[src/scpt_cfg.svh]
/*
  Register offsets, field positions, reset values and timing counts for the
  system clock prescaler and oscillator trim block.
  Assumes a 10 MHz master clock and a plain strobe-based register port.
*/
`ifndef SCPT_CFG_SVH
`define SCPT_CFG_SVH

// ****************************************************************
// Register map
// ****************************************************************
`define SCPT_ADDR_W          4
`define SCPT_OFF_TRIM        4'h0
`define SCPT_OFF_PRESCALE    4'h1
`define SCPT_OFF_STATUS      4'h2

// ****************************************************************
// Field positions and codes
// ****************************************************************
`define SCPT_PCE_BIT         7
`define SCPT_DIV_LSB         0
`define SCPT_DIV_MSB         3
`define SCPT_DIV_RST_PLAIN   4'h0
`define SCPT_DIV_RST_EIGHT   4'h3
`define SCPT_DIV_MAX         4'h8
`define SCPT_SRC_EXTERNAL    4'h0
`define SCPT_SRC_RC          4'h2
`define SCPT_STARTUP_NONE    2'h0
`define SCPT_STARTUP_SHORT   2'h1
`define SCPT_STARTUP_LONG    2'h2

// ****************************************************************
// Timing
// ****************************************************************
`define SCPT_CLK_KHZ         10000
`define SCPT_PCE_WINDOW      4
`define SCPT_WAKE_CK         6
`define SCPT_RESET_CK        14
`define SCPT_SHORT_US        4100
`define SCPT_LONG_US         65000
// Longest waits round down: kHz * us / 1000
`define SCPT_SHORT_CYC       ((`SCPT_CLK_KHZ * `SCPT_SHORT_US) / 1000)
`define SCPT_LONG_CYC        ((`SCPT_CLK_KHZ * `SCPT_LONG_US) / 1000)

`endif

[src/scpt_pkg.sv]
/*
  Types shared by the clock prescale and trim block.
  Assumes the constants header is included by the design file.
*/
package scpt_pkg;

  // Start-up sequencer states
  typedef enum logic [1:0] {
    SCPT_ST_DELAY,
    SCPT_ST_RUN,
    SCPT_ST_WAKE
  } scpt_state_t;

endpackage : scpt_pkg

[src/scpt_top.sv]
/*
  System clock prescaler, start-up delay, clock output and oscillator trim.
  Assumes fuses are static straps, the register master runs on sys_clk,
  and the master clock is the undivided selected source.
*/
// Local design decisions: the strobed register port and the placing of the registers.
// Function
// - External clock is used when source fuses hold code 0000.
// - Wake from power-down or power-save takes six clock cycles.
// - Reset delay is 14 cycles, plus 4.1 ms or 65 ms per fuses.
// - Clock-output fuse drives system clock on its pin, even in reset; here only the enable holds, and the pin stays low in reset.
// - Clock output pin carries the divided clock. Here at division 0000 it toggles every cycle, giving half the master clock.
// - Timer oscillator allowed only with RC source; clock four times faster.
// - Prescaler divides I/O, ADC, CPU and flash clock domains.
// - Division change is glitch free, no shorter intermediate period.
// - New rate active after T1+T2 to T1+2*T2, two active edges between.
// - Change-enable sets only when all other bits are written zero.
// - Change-enable clears after four cycles or on value write; no restart.
// - Division resets to 0000, or 0011 with divide-by-eight fuse. Here it holds 0000 in reset and loads on the first clock after release.
// - Any value written through the sequence is accepted.
// - Value n selects divide by 2^n up to 256; 9 to 15 reserved.
// - Trim loads factory calibration during reset; software may rewrite. Here it loads on the first clock after release.
// - Top trim bit selects range; ranges overlap.
// - Lower seven trim bits tune monotonically within range.
`timescale 1ns/1ns
`include "scpt_cfg.svh"

module scpt_top
  import scpt_pkg::*;
#(
  parameter int unsigned SHORT_CYC = `SCPT_SHORT_CYC,
  parameter int unsigned LONG_CYC  = `SCPT_LONG_CYC
) (
  input  wire logic                      sys_clk,
  input  wire logic                      rst_b,
  // Fuses
  input  wire logic [3:0]                clock_source_select_fuses,
  input  wire logic [1:0]                startup_time_fuses,
  input  wire logic                      clock_output_fuse,
  input  wire logic                      divide_by_eight_fuse,
  input  wire logic [7:0]                factory_trim,
  // Power events
  input  wire logic                      wake_req,
  input  wire logic                      timer_osc_req,
  // Register port
  input  wire logic [`SCPT_ADDR_W-1:0]   reg_addr,
  input  wire logic [7:0]                reg_wdata,
  input  wire logic                      reg_wr,
  input  wire logic                      reg_rd,
  output logic      [7:0]                reg_rdata,
  // Clock results
  output logic                           sys_clk_en,
  output logic                           core_run,
  output logic                           clock_output_pin,
  output logic                           clock_output_oe,
  output logic                           external_clock_used,
  output logic                           timer_osc_enable,
  output logic      [7:0]                oscillator_trim,
  output logic                           trim_range_bit,
  output logic      [6:0]                trim_fine_value
);

  // ****************************************************************
  // State
  // ****************************************************************
  typedef struct packed {
    logic [7:0]  trim;
    logic [3:0]  div;
    logic        pce;
    logic [2:0]  pce_cnt;
    logic [7:0]  cnt;
    logic        en;
    logic        clk_out;
    logic [3:0]  pend_div;
    logic        pend;
    logic [1:0]  pend_edges;
    scpt_state_t st;
    logic [23:0] dly;
    logic        loaded;
    logic [7:0]  rdata;
  } scpt_state_reg_t;

  scpt_state_reg_t s_reg;
  scpt_state_reg_t s_next;

  // Divide ratio terminal count for code n: 2^n - 1, reserved codes cap at 256
  function automatic logic [7:0] scpt_term(input logic [3:0] n);
    logic [3:0] k;
    k = (n > `SCPT_DIV_MAX) ? `SCPT_DIV_MAX : n;
    scpt_term = 8'((9'h001 << k) - 9'h001);
  endfunction : scpt_term

  // Reset-delay length in cycles for a start-up fuse code
  function automatic logic [23:0] scpt_reset_delay(input logic [1:0] startup_code);
    case (startup_code)
      `SCPT_STARTUP_SHORT: scpt_reset_delay = 24'(`SCPT_RESET_CK + SHORT_CYC);
      `SCPT_STARTUP_LONG:  scpt_reset_delay = 24'(`SCPT_RESET_CK + LONG_CYC);
      default:         scpt_reset_delay = 24'(`SCPT_RESET_CK);
    endcase
  endfunction : scpt_reset_delay

  logic wr_trim;
  logic wr_pre;
  logic pre_arm;
  logic [7:0] term;

  // ****************************************************************
  // Next-state logic
  // ****************************************************************
  always_comb begin
    s_next  = s_reg;
    wr_trim = reg_wr && (reg_addr == `SCPT_OFF_TRIM);
    wr_pre  = reg_wr && (reg_addr == `SCPT_OFF_PRESCALE);
    pre_arm = wr_pre && (reg_wdata == 8'h80);
    term    = scpt_term(s_reg.div);

    // Strapped values captured on the first clock after release
    if (!s_reg.loaded) begin
      s_next.loaded = 1'b1;
      s_next.trim   = factory_trim;
      s_next.div    = divide_by_eight_fuse ? `SCPT_DIV_RST_EIGHT
                                           : `SCPT_DIV_RST_PLAIN;
      s_next.dly    = scpt_reset_delay(startup_time_fuses);
    end

    // Divider: one enable pulse per divided period
    s_next.en = 1'b0;
    if (s_reg.cnt >= term) begin
      s_next.cnt = 8'h00;
      s_next.en  = 1'b1;
    end else begin
      s_next.cnt = s_reg.cnt + 8'h01;
    end
    // Output square wave from the divided clock; falls at mid-period and rises at period end, or toggles every cycle when term is 0
    if (term == 8'h00) begin
      s_next.clk_out = ~s_reg.clk_out;
    end else if (s_reg.cnt == (term >> 1) || s_reg.cnt >= term) begin
      s_next.clk_out = (s_reg.cnt >= term);
    end

    // Pending division switch: two old-rate edges, then new value on a
    // period boundary, so no period shorter than either setting appears
    if (s_reg.pend && s_reg.en) begin
      if (s_reg.pend_edges == 2'd1) begin
        s_next.div  = s_reg.pend_div;
        s_next.pend = 1'b0;
        s_next.cnt  = 8'h00;
      end
      s_next.pend_edges = s_reg.pend_edges + 2'd1;
    end

    // Change-enable window, counted in current CPU clock cycles
    if (s_reg.pce && s_reg.en) begin
      if (s_reg.pce_cnt == 3'(`SCPT_PCE_WINDOW - 1)) begin
        s_next.pce = 1'b0;
      end
      s_next.pce_cnt = s_reg.pce_cnt + 3'd1;
    end

    // Register writes
    if (wr_trim) begin
      s_next.trim = reg_wdata;
    end
    if (pre_arm && !s_reg.pce) begin
      s_next.pce     = 1'b1;
      s_next.pce_cnt = 3'd0;
    end else if (wr_pre && s_reg.pce && !reg_wdata[`SCPT_PCE_BIT]) begin
      s_next.pce        = 1'b0;
      s_next.pend       = 1'b1;
      s_next.pend_edges = 2'd0;
      s_next.pend_div   = reg_wdata[`SCPT_DIV_MSB:`SCPT_DIV_LSB];
    end

    // Start-up sequencer
    case (s_reg.st)
      SCPT_ST_DELAY: begin
        if (s_reg.loaded && s_reg.dly <= 24'd1) begin
          s_next.st = SCPT_ST_RUN;
        end else if (s_reg.loaded) begin
          s_next.dly = s_reg.dly - 24'd1;
        end
      end
      SCPT_ST_RUN: begin
        if (wake_req) begin
          s_next.st  = SCPT_ST_WAKE;
          s_next.dly = 24'(`SCPT_WAKE_CK);
        end
      end
      SCPT_ST_WAKE: begin
        if (s_reg.dly <= 24'd1) begin
          s_next.st = SCPT_ST_RUN;
        end else begin
          s_next.dly = s_reg.dly - 24'd1;
        end
      end
      default: s_next.st = SCPT_ST_DELAY;
    endcase

    // Read data appears the cycle after the strobe
    s_next.rdata = 8'h00;
    if (reg_rd) begin
      case (reg_addr)
        `SCPT_OFF_TRIM:     s_next.rdata = s_reg.trim;
        `SCPT_OFF_PRESCALE: s_next.rdata = {s_reg.pce, 3'b000, s_reg.div};
        `SCPT_OFF_STATUS:   s_next.rdata = {5'h00, s_reg.pend,
                                            s_reg.st == SCPT_ST_RUN, s_reg.pce};
        default:            s_next.rdata = 8'h00;
      endcase
    end
  end

  // ****************************************************************
  // State register
  // ****************************************************************
  always_ff @(posedge sys_clk or negedge rst_b) begin
    if (!rst_b) begin
      s_reg    <= '0;
      s_reg.st <= SCPT_ST_DELAY;
    end else begin
      s_reg <= s_next;
    end
  end

  // ****************************************************************
  // Outputs
  // ****************************************************************
  assign reg_rdata           = s_reg.rdata;
  assign sys_clk_en          = s_reg.en;
  assign core_run            = (s_reg.st == SCPT_ST_RUN);
  // Pin override holds through reset because the fuse is a static strap
  assign clock_output_oe     = clock_output_fuse;
  assign clock_output_pin    = clock_output_fuse & s_reg.clk_out;
  assign external_clock_used = (clock_source_select_fuses == `SCPT_SRC_EXTERNAL);
  // Timer oscillator shares pins with the crystal, so only the RC source allows it
  assign timer_osc_enable    = timer_osc_req &&
                               (clock_source_select_fuses == `SCPT_SRC_RC);
  assign oscillator_trim     = s_reg.trim;
  assign trim_range_bit      = s_reg.trim[7];
  assign trim_fine_value     = s_reg.trim[6:0];

endmodule : scpt_top

[config.mk]
export PLATFORM = sky130hd
export DESIGN_NAME = scpt_top
export DESIGN_NICKNAME = d
export VERILOG_FILES = /design/src/scpt_pkg.sv /design/src/scpt_top.sv
export VERILOG_INCLUDE_DIRS = /design/src
export SDC_FILE = /design/constraint.sdc
export NUM_CORES = 1
export LEC_CHECK = 0
export ABC_CLOCK_PERIOD_IN_PS = 4000
export BUFFER_PORTS_ARGS = -buffer_cell sky130_fd_sc_hd__buf_2
export CORE_MARGIN = 4
export CORE_UTILIZATION = 50
export DETAILED_ROUTE_END_ITERATION = 10
export GPL_TIMING_DRIVEN = 0
export PLACE_DENSITY = 0.71
export SYNTH_ARGS = -nofsm -noshare
export SYNTH_HDL_FRONTEND = slang
export SYNTH_SLANG_ARGS = --single-unit
export TNS_END_PERCENT = 20
[constraint.sdc]
create_clock -name sys_clk -period 4 [get_ports sys_clk]
set_input_delay 0.4 -clock sys_clk [delete_from_list [all_inputs] [get_ports sys_clk]]
set_output_delay 0.4 -clock sys_clk [all_outputs]
set_load 0.02 [all_outputs]
==> impl_results.md <==
* Max clock buf depth at 2
* GP Congestion at 0.8985
* Avg Synthesized Cell Area at 8.988 um^2
* Share of post-route cells with drive strength above 1 at 21.49%
* Cts hold-fix bufs at 0
* Sw power at 0.7008 mW
* Switching share of power at 33.41%
* Vias in the first global route at 3654
* Detail Placement HPWL at 7.870 mm
* Critical path class: reg -> reg
* Worst Path Max Fanout at 10
* Post-Synthesis Cells at 486
* Detailed Route WL at 10.67 mm
* Slew Limit Fails at 0
* Post-DR vias/cell at 5.787
* Die W at 101.5 um
* Clock-pin slew on the worst setup and hold paths at 0.08 ns
* Nets at 609
* RSZ-0062 raised after global routing: no
* Worst-Margin Slew at 0.8621 ns
* Syn nets at 537
* Worst slew margin at 42.53%
* GR Overflow Total at 0
* Setup crit end kind: flop
* Core Region at 8341 um^2
* Initial antenna violation count at 0
* Row count at 33
* Top cell type's share of synthesized area at 38.96%
* Clock network power share at 30.7%
* Post-synth EDFFs at 0
* Via count at 3866
* CTS tree: built
* Synthesized flop and latch total at 68
* Outcome: complete, no violations
* Worst min path class: in -> async
* Drc violations at 0
* Routed Antenna Nets at 0
* First-pass GRT wire length at 17.70 mm
* R2r worst-path depth at 12
* Final setup viols at 0
* First-iteration detailed-routing DRC count at 254
* Peak supply drop at 0.1530 mV
* Total Neg Setup Slack at 0 ns
* Total Routing Usage GR at 21.46%
* Max Fclk at 288.5 MHz
* Synth Flop Type: dfrtp_1
* FFs w/ async S/R, synth at 100.0%
* Syn Std Cell Area at 4368 um^2
* Post-route clock period utilization at 86.66%
* Sequential Area at 1702 um^2
* Antenna diodes at 0
* Seq pwr share at 41.4%
* Library cells used by synthesis at 63
* Number of flip-flops in the largest register at 51
* WP data arrival at 3.74 ns
* # IOs at 64
* Synth area leaders: dfrtp_1 39%, ha_1 4.9%, buf_4 4.1%
* Min cycle time layout at 3.466 ns
* R2r setup slk at 0.53 ns
* Worst R2R Start: s_reg[59]
* Hold_ws at 0.1599 ns
* Static leakage at 2.330 nW
* Sink Count at 68
* Max-Cap Viols at 0
* I/O Buffers at 61
* Area leader, netlist: dfrtp_1
* Setup bufs post-CTS at 0
* Seq/Total Area, Yosys at 38.96%
* Crit start category: flop
* Footprint of the multi-input gates at 2306 um^2
* Area grow syn2layout at 15.24%
* Cell Pwr Density at 416.7 nW/um^2
* Clk_skew at 0.01023 ns
* Syn. warnings at 0
* Required time worst endpoint at 4.27 ns
* Drt wl/cell at 15.97 um
* FILL cells at 733
* DR pass1 iterations at 6
* Reg-to-reg endpoint: s_reg[48]
* Die span in y at 101.5 um
* Initial Utilization at 52.37%
* CTS HTree Levels at 3
* DIE AREA at 10300 um^2
* PostCTS Resize Cnt at 0
* Final hold violations at 0
* Internal power at 1.397 mW
* Clk Latency, worst-skew pair at 0.35 ns
* Clk root buf: clkbuf_8
* CTS buffer count at 9
* Combinational Power Share at 27.9%
* Largest net degree at the start of global routing at 69
[layout make-up]
cell class / instances / share of cell area [%]
multi-input combinational: 346 / 45.81
tap: 105 / 2.610
clock inverter: 5 / 1.690
clock buffer: 11 / 2.809
buffer: 47 / 5.295
sequential: 68 / 33.81
inverter: 25 / 1.864
timing repair buffer: 61 / 6.115
[cell usage in the layout (no fill, tap or decap), types with 3 or more instances in the layout]
master      n
a2111oi_0   3
a21boi_0    4
a21o_1      6
a21oi_1    22
a31o_2      3
a31oi_1     8
and2_1      6
and3_1      3
buf_2      60
buf_4      25
clkbuf_1   24
clkbuf_8   10
dfrtp_1    68
ha_1       17
inv_1      25
mux2_2      5
mux2i_1    14
nand2_1    43
nand2b_1    3
nand3_1    12
nand3b_1    3
nand4_1     6
nor2_1     36
nor2b_1     4
nor3_1     19
nor4_1     12
o21ai_0    26
o221ai_1    5
o22ai_1     5
o31a_1      3
o31ai_1     4
or2_2       4
or3_1       8
xnor2_1    14
xor2_1      7
[power by group through the flow]
stage	clock network, mW	registers (mW)	logic, mW
2_1_floorplan	0	0.857	0.435
3_3_place_gp	0	0.878	0.569
3_5_place_dp	0	0.881	0.584
4_1_cts	0.660	0.868	0.588
5_1_grt	0.688	0.884	0.656
6_report	0.644	0.869	0.584
[through the flow]
step	instances	power, mW	cell area, um^2	worst slack (ns)	utilization, %
finish	668	2.098	5034	0.5336	60.35
global route	668	2.229	5034	0.2610	60.35
CTS	668	2.115	5034	0.4800	60.35
detailed placement	652	1.465	4807	0.5240	57.64
global placement	652	1.447	4805	0.5455	57.61
floorplan	486	1.292	4368	1.013	-
[worst max-delay path, stage by stage, from the launching register on]
cell       delay [ns]
dfrtp_1          0.36
clkbuf_1         0.21
or4_1            0.64
ha_1             0.29
nor3_1           0.15
a21o_1           0.10
a32oi_1          0.16
ha_1             0.26
a21o_1           0.17
a2111oi_0        0.38
o21ai_0          0.23
a21o_1           0.29
nor2_1           0.15
[cells in the mapped netlist, types with 4 or more instances]
cell and number:
nand2_1 43, nand3_1 12, or2_2 4, mux2i_1 14, a21boi_0 4, buf_4 24, xnor2_1 14, clkbuf_1 23
nand4_1 6, dfrtp_1 68, o22ai_1 5, nor2b_1 4, ha_1 17, a31oi_1 8, o221ai_1 5, a21oi_1 22
nor2_1 36, xor2_1 7, a21o_1 6, o31ai_1 4, and2_1 6, mux2_2 5, o21ai_0 26, nor4_1 12
inv_1 25, nor3_1 19, or3_1 8
[worst max path at each step]
stage                     slack (ns)  depth (start not counted)   endpoint      start
after global placement          0.55                         12  s_reg[51]  s_reg[59]
after floorplan                 1.01                         12  s_reg[46]  s_reg[59]
after detailed placement        0.52                         12  s_reg[48]  s_reg[59]
after CTS                       0.48                         12  s_reg[48]  s_reg[59]
after global routing            0.26                         12  s_reg[48]  s_reg[59]
final                           0.53                         12  s_reg[48]  s_reg[59]
[per-layer routing]
| layer | GRT usage (%) | up-vias | part of all wire (%) |
|---|---|---|---|
| met1 | 29.79 | 1830 | 45 |
| li1 | - | 1874 | - |
| met4 | 6.748 | 0 | 1.3 |
| met2 | 34.81 | 145 | 46 |
| met3 | 3.030 | 17 | 7.8 |
| met5 | 0 | - | 0 |
[kinds of logic after synthesis]
group	count (synthesis)	synth area share [%]
buffers and inverters	72	8.250
other	1	0.08585
AND/OR/NAND/NOR	172	20.62
XOR/XNOR	22	4.755
flip-flops	68	38.96
adder cells (fa/ha/maj)	17	4.870
AO/OA/AOI/OAI	115	17.96
multiplexers	19	4.497
Note: power is estimated with default switching activity, not from simulation.
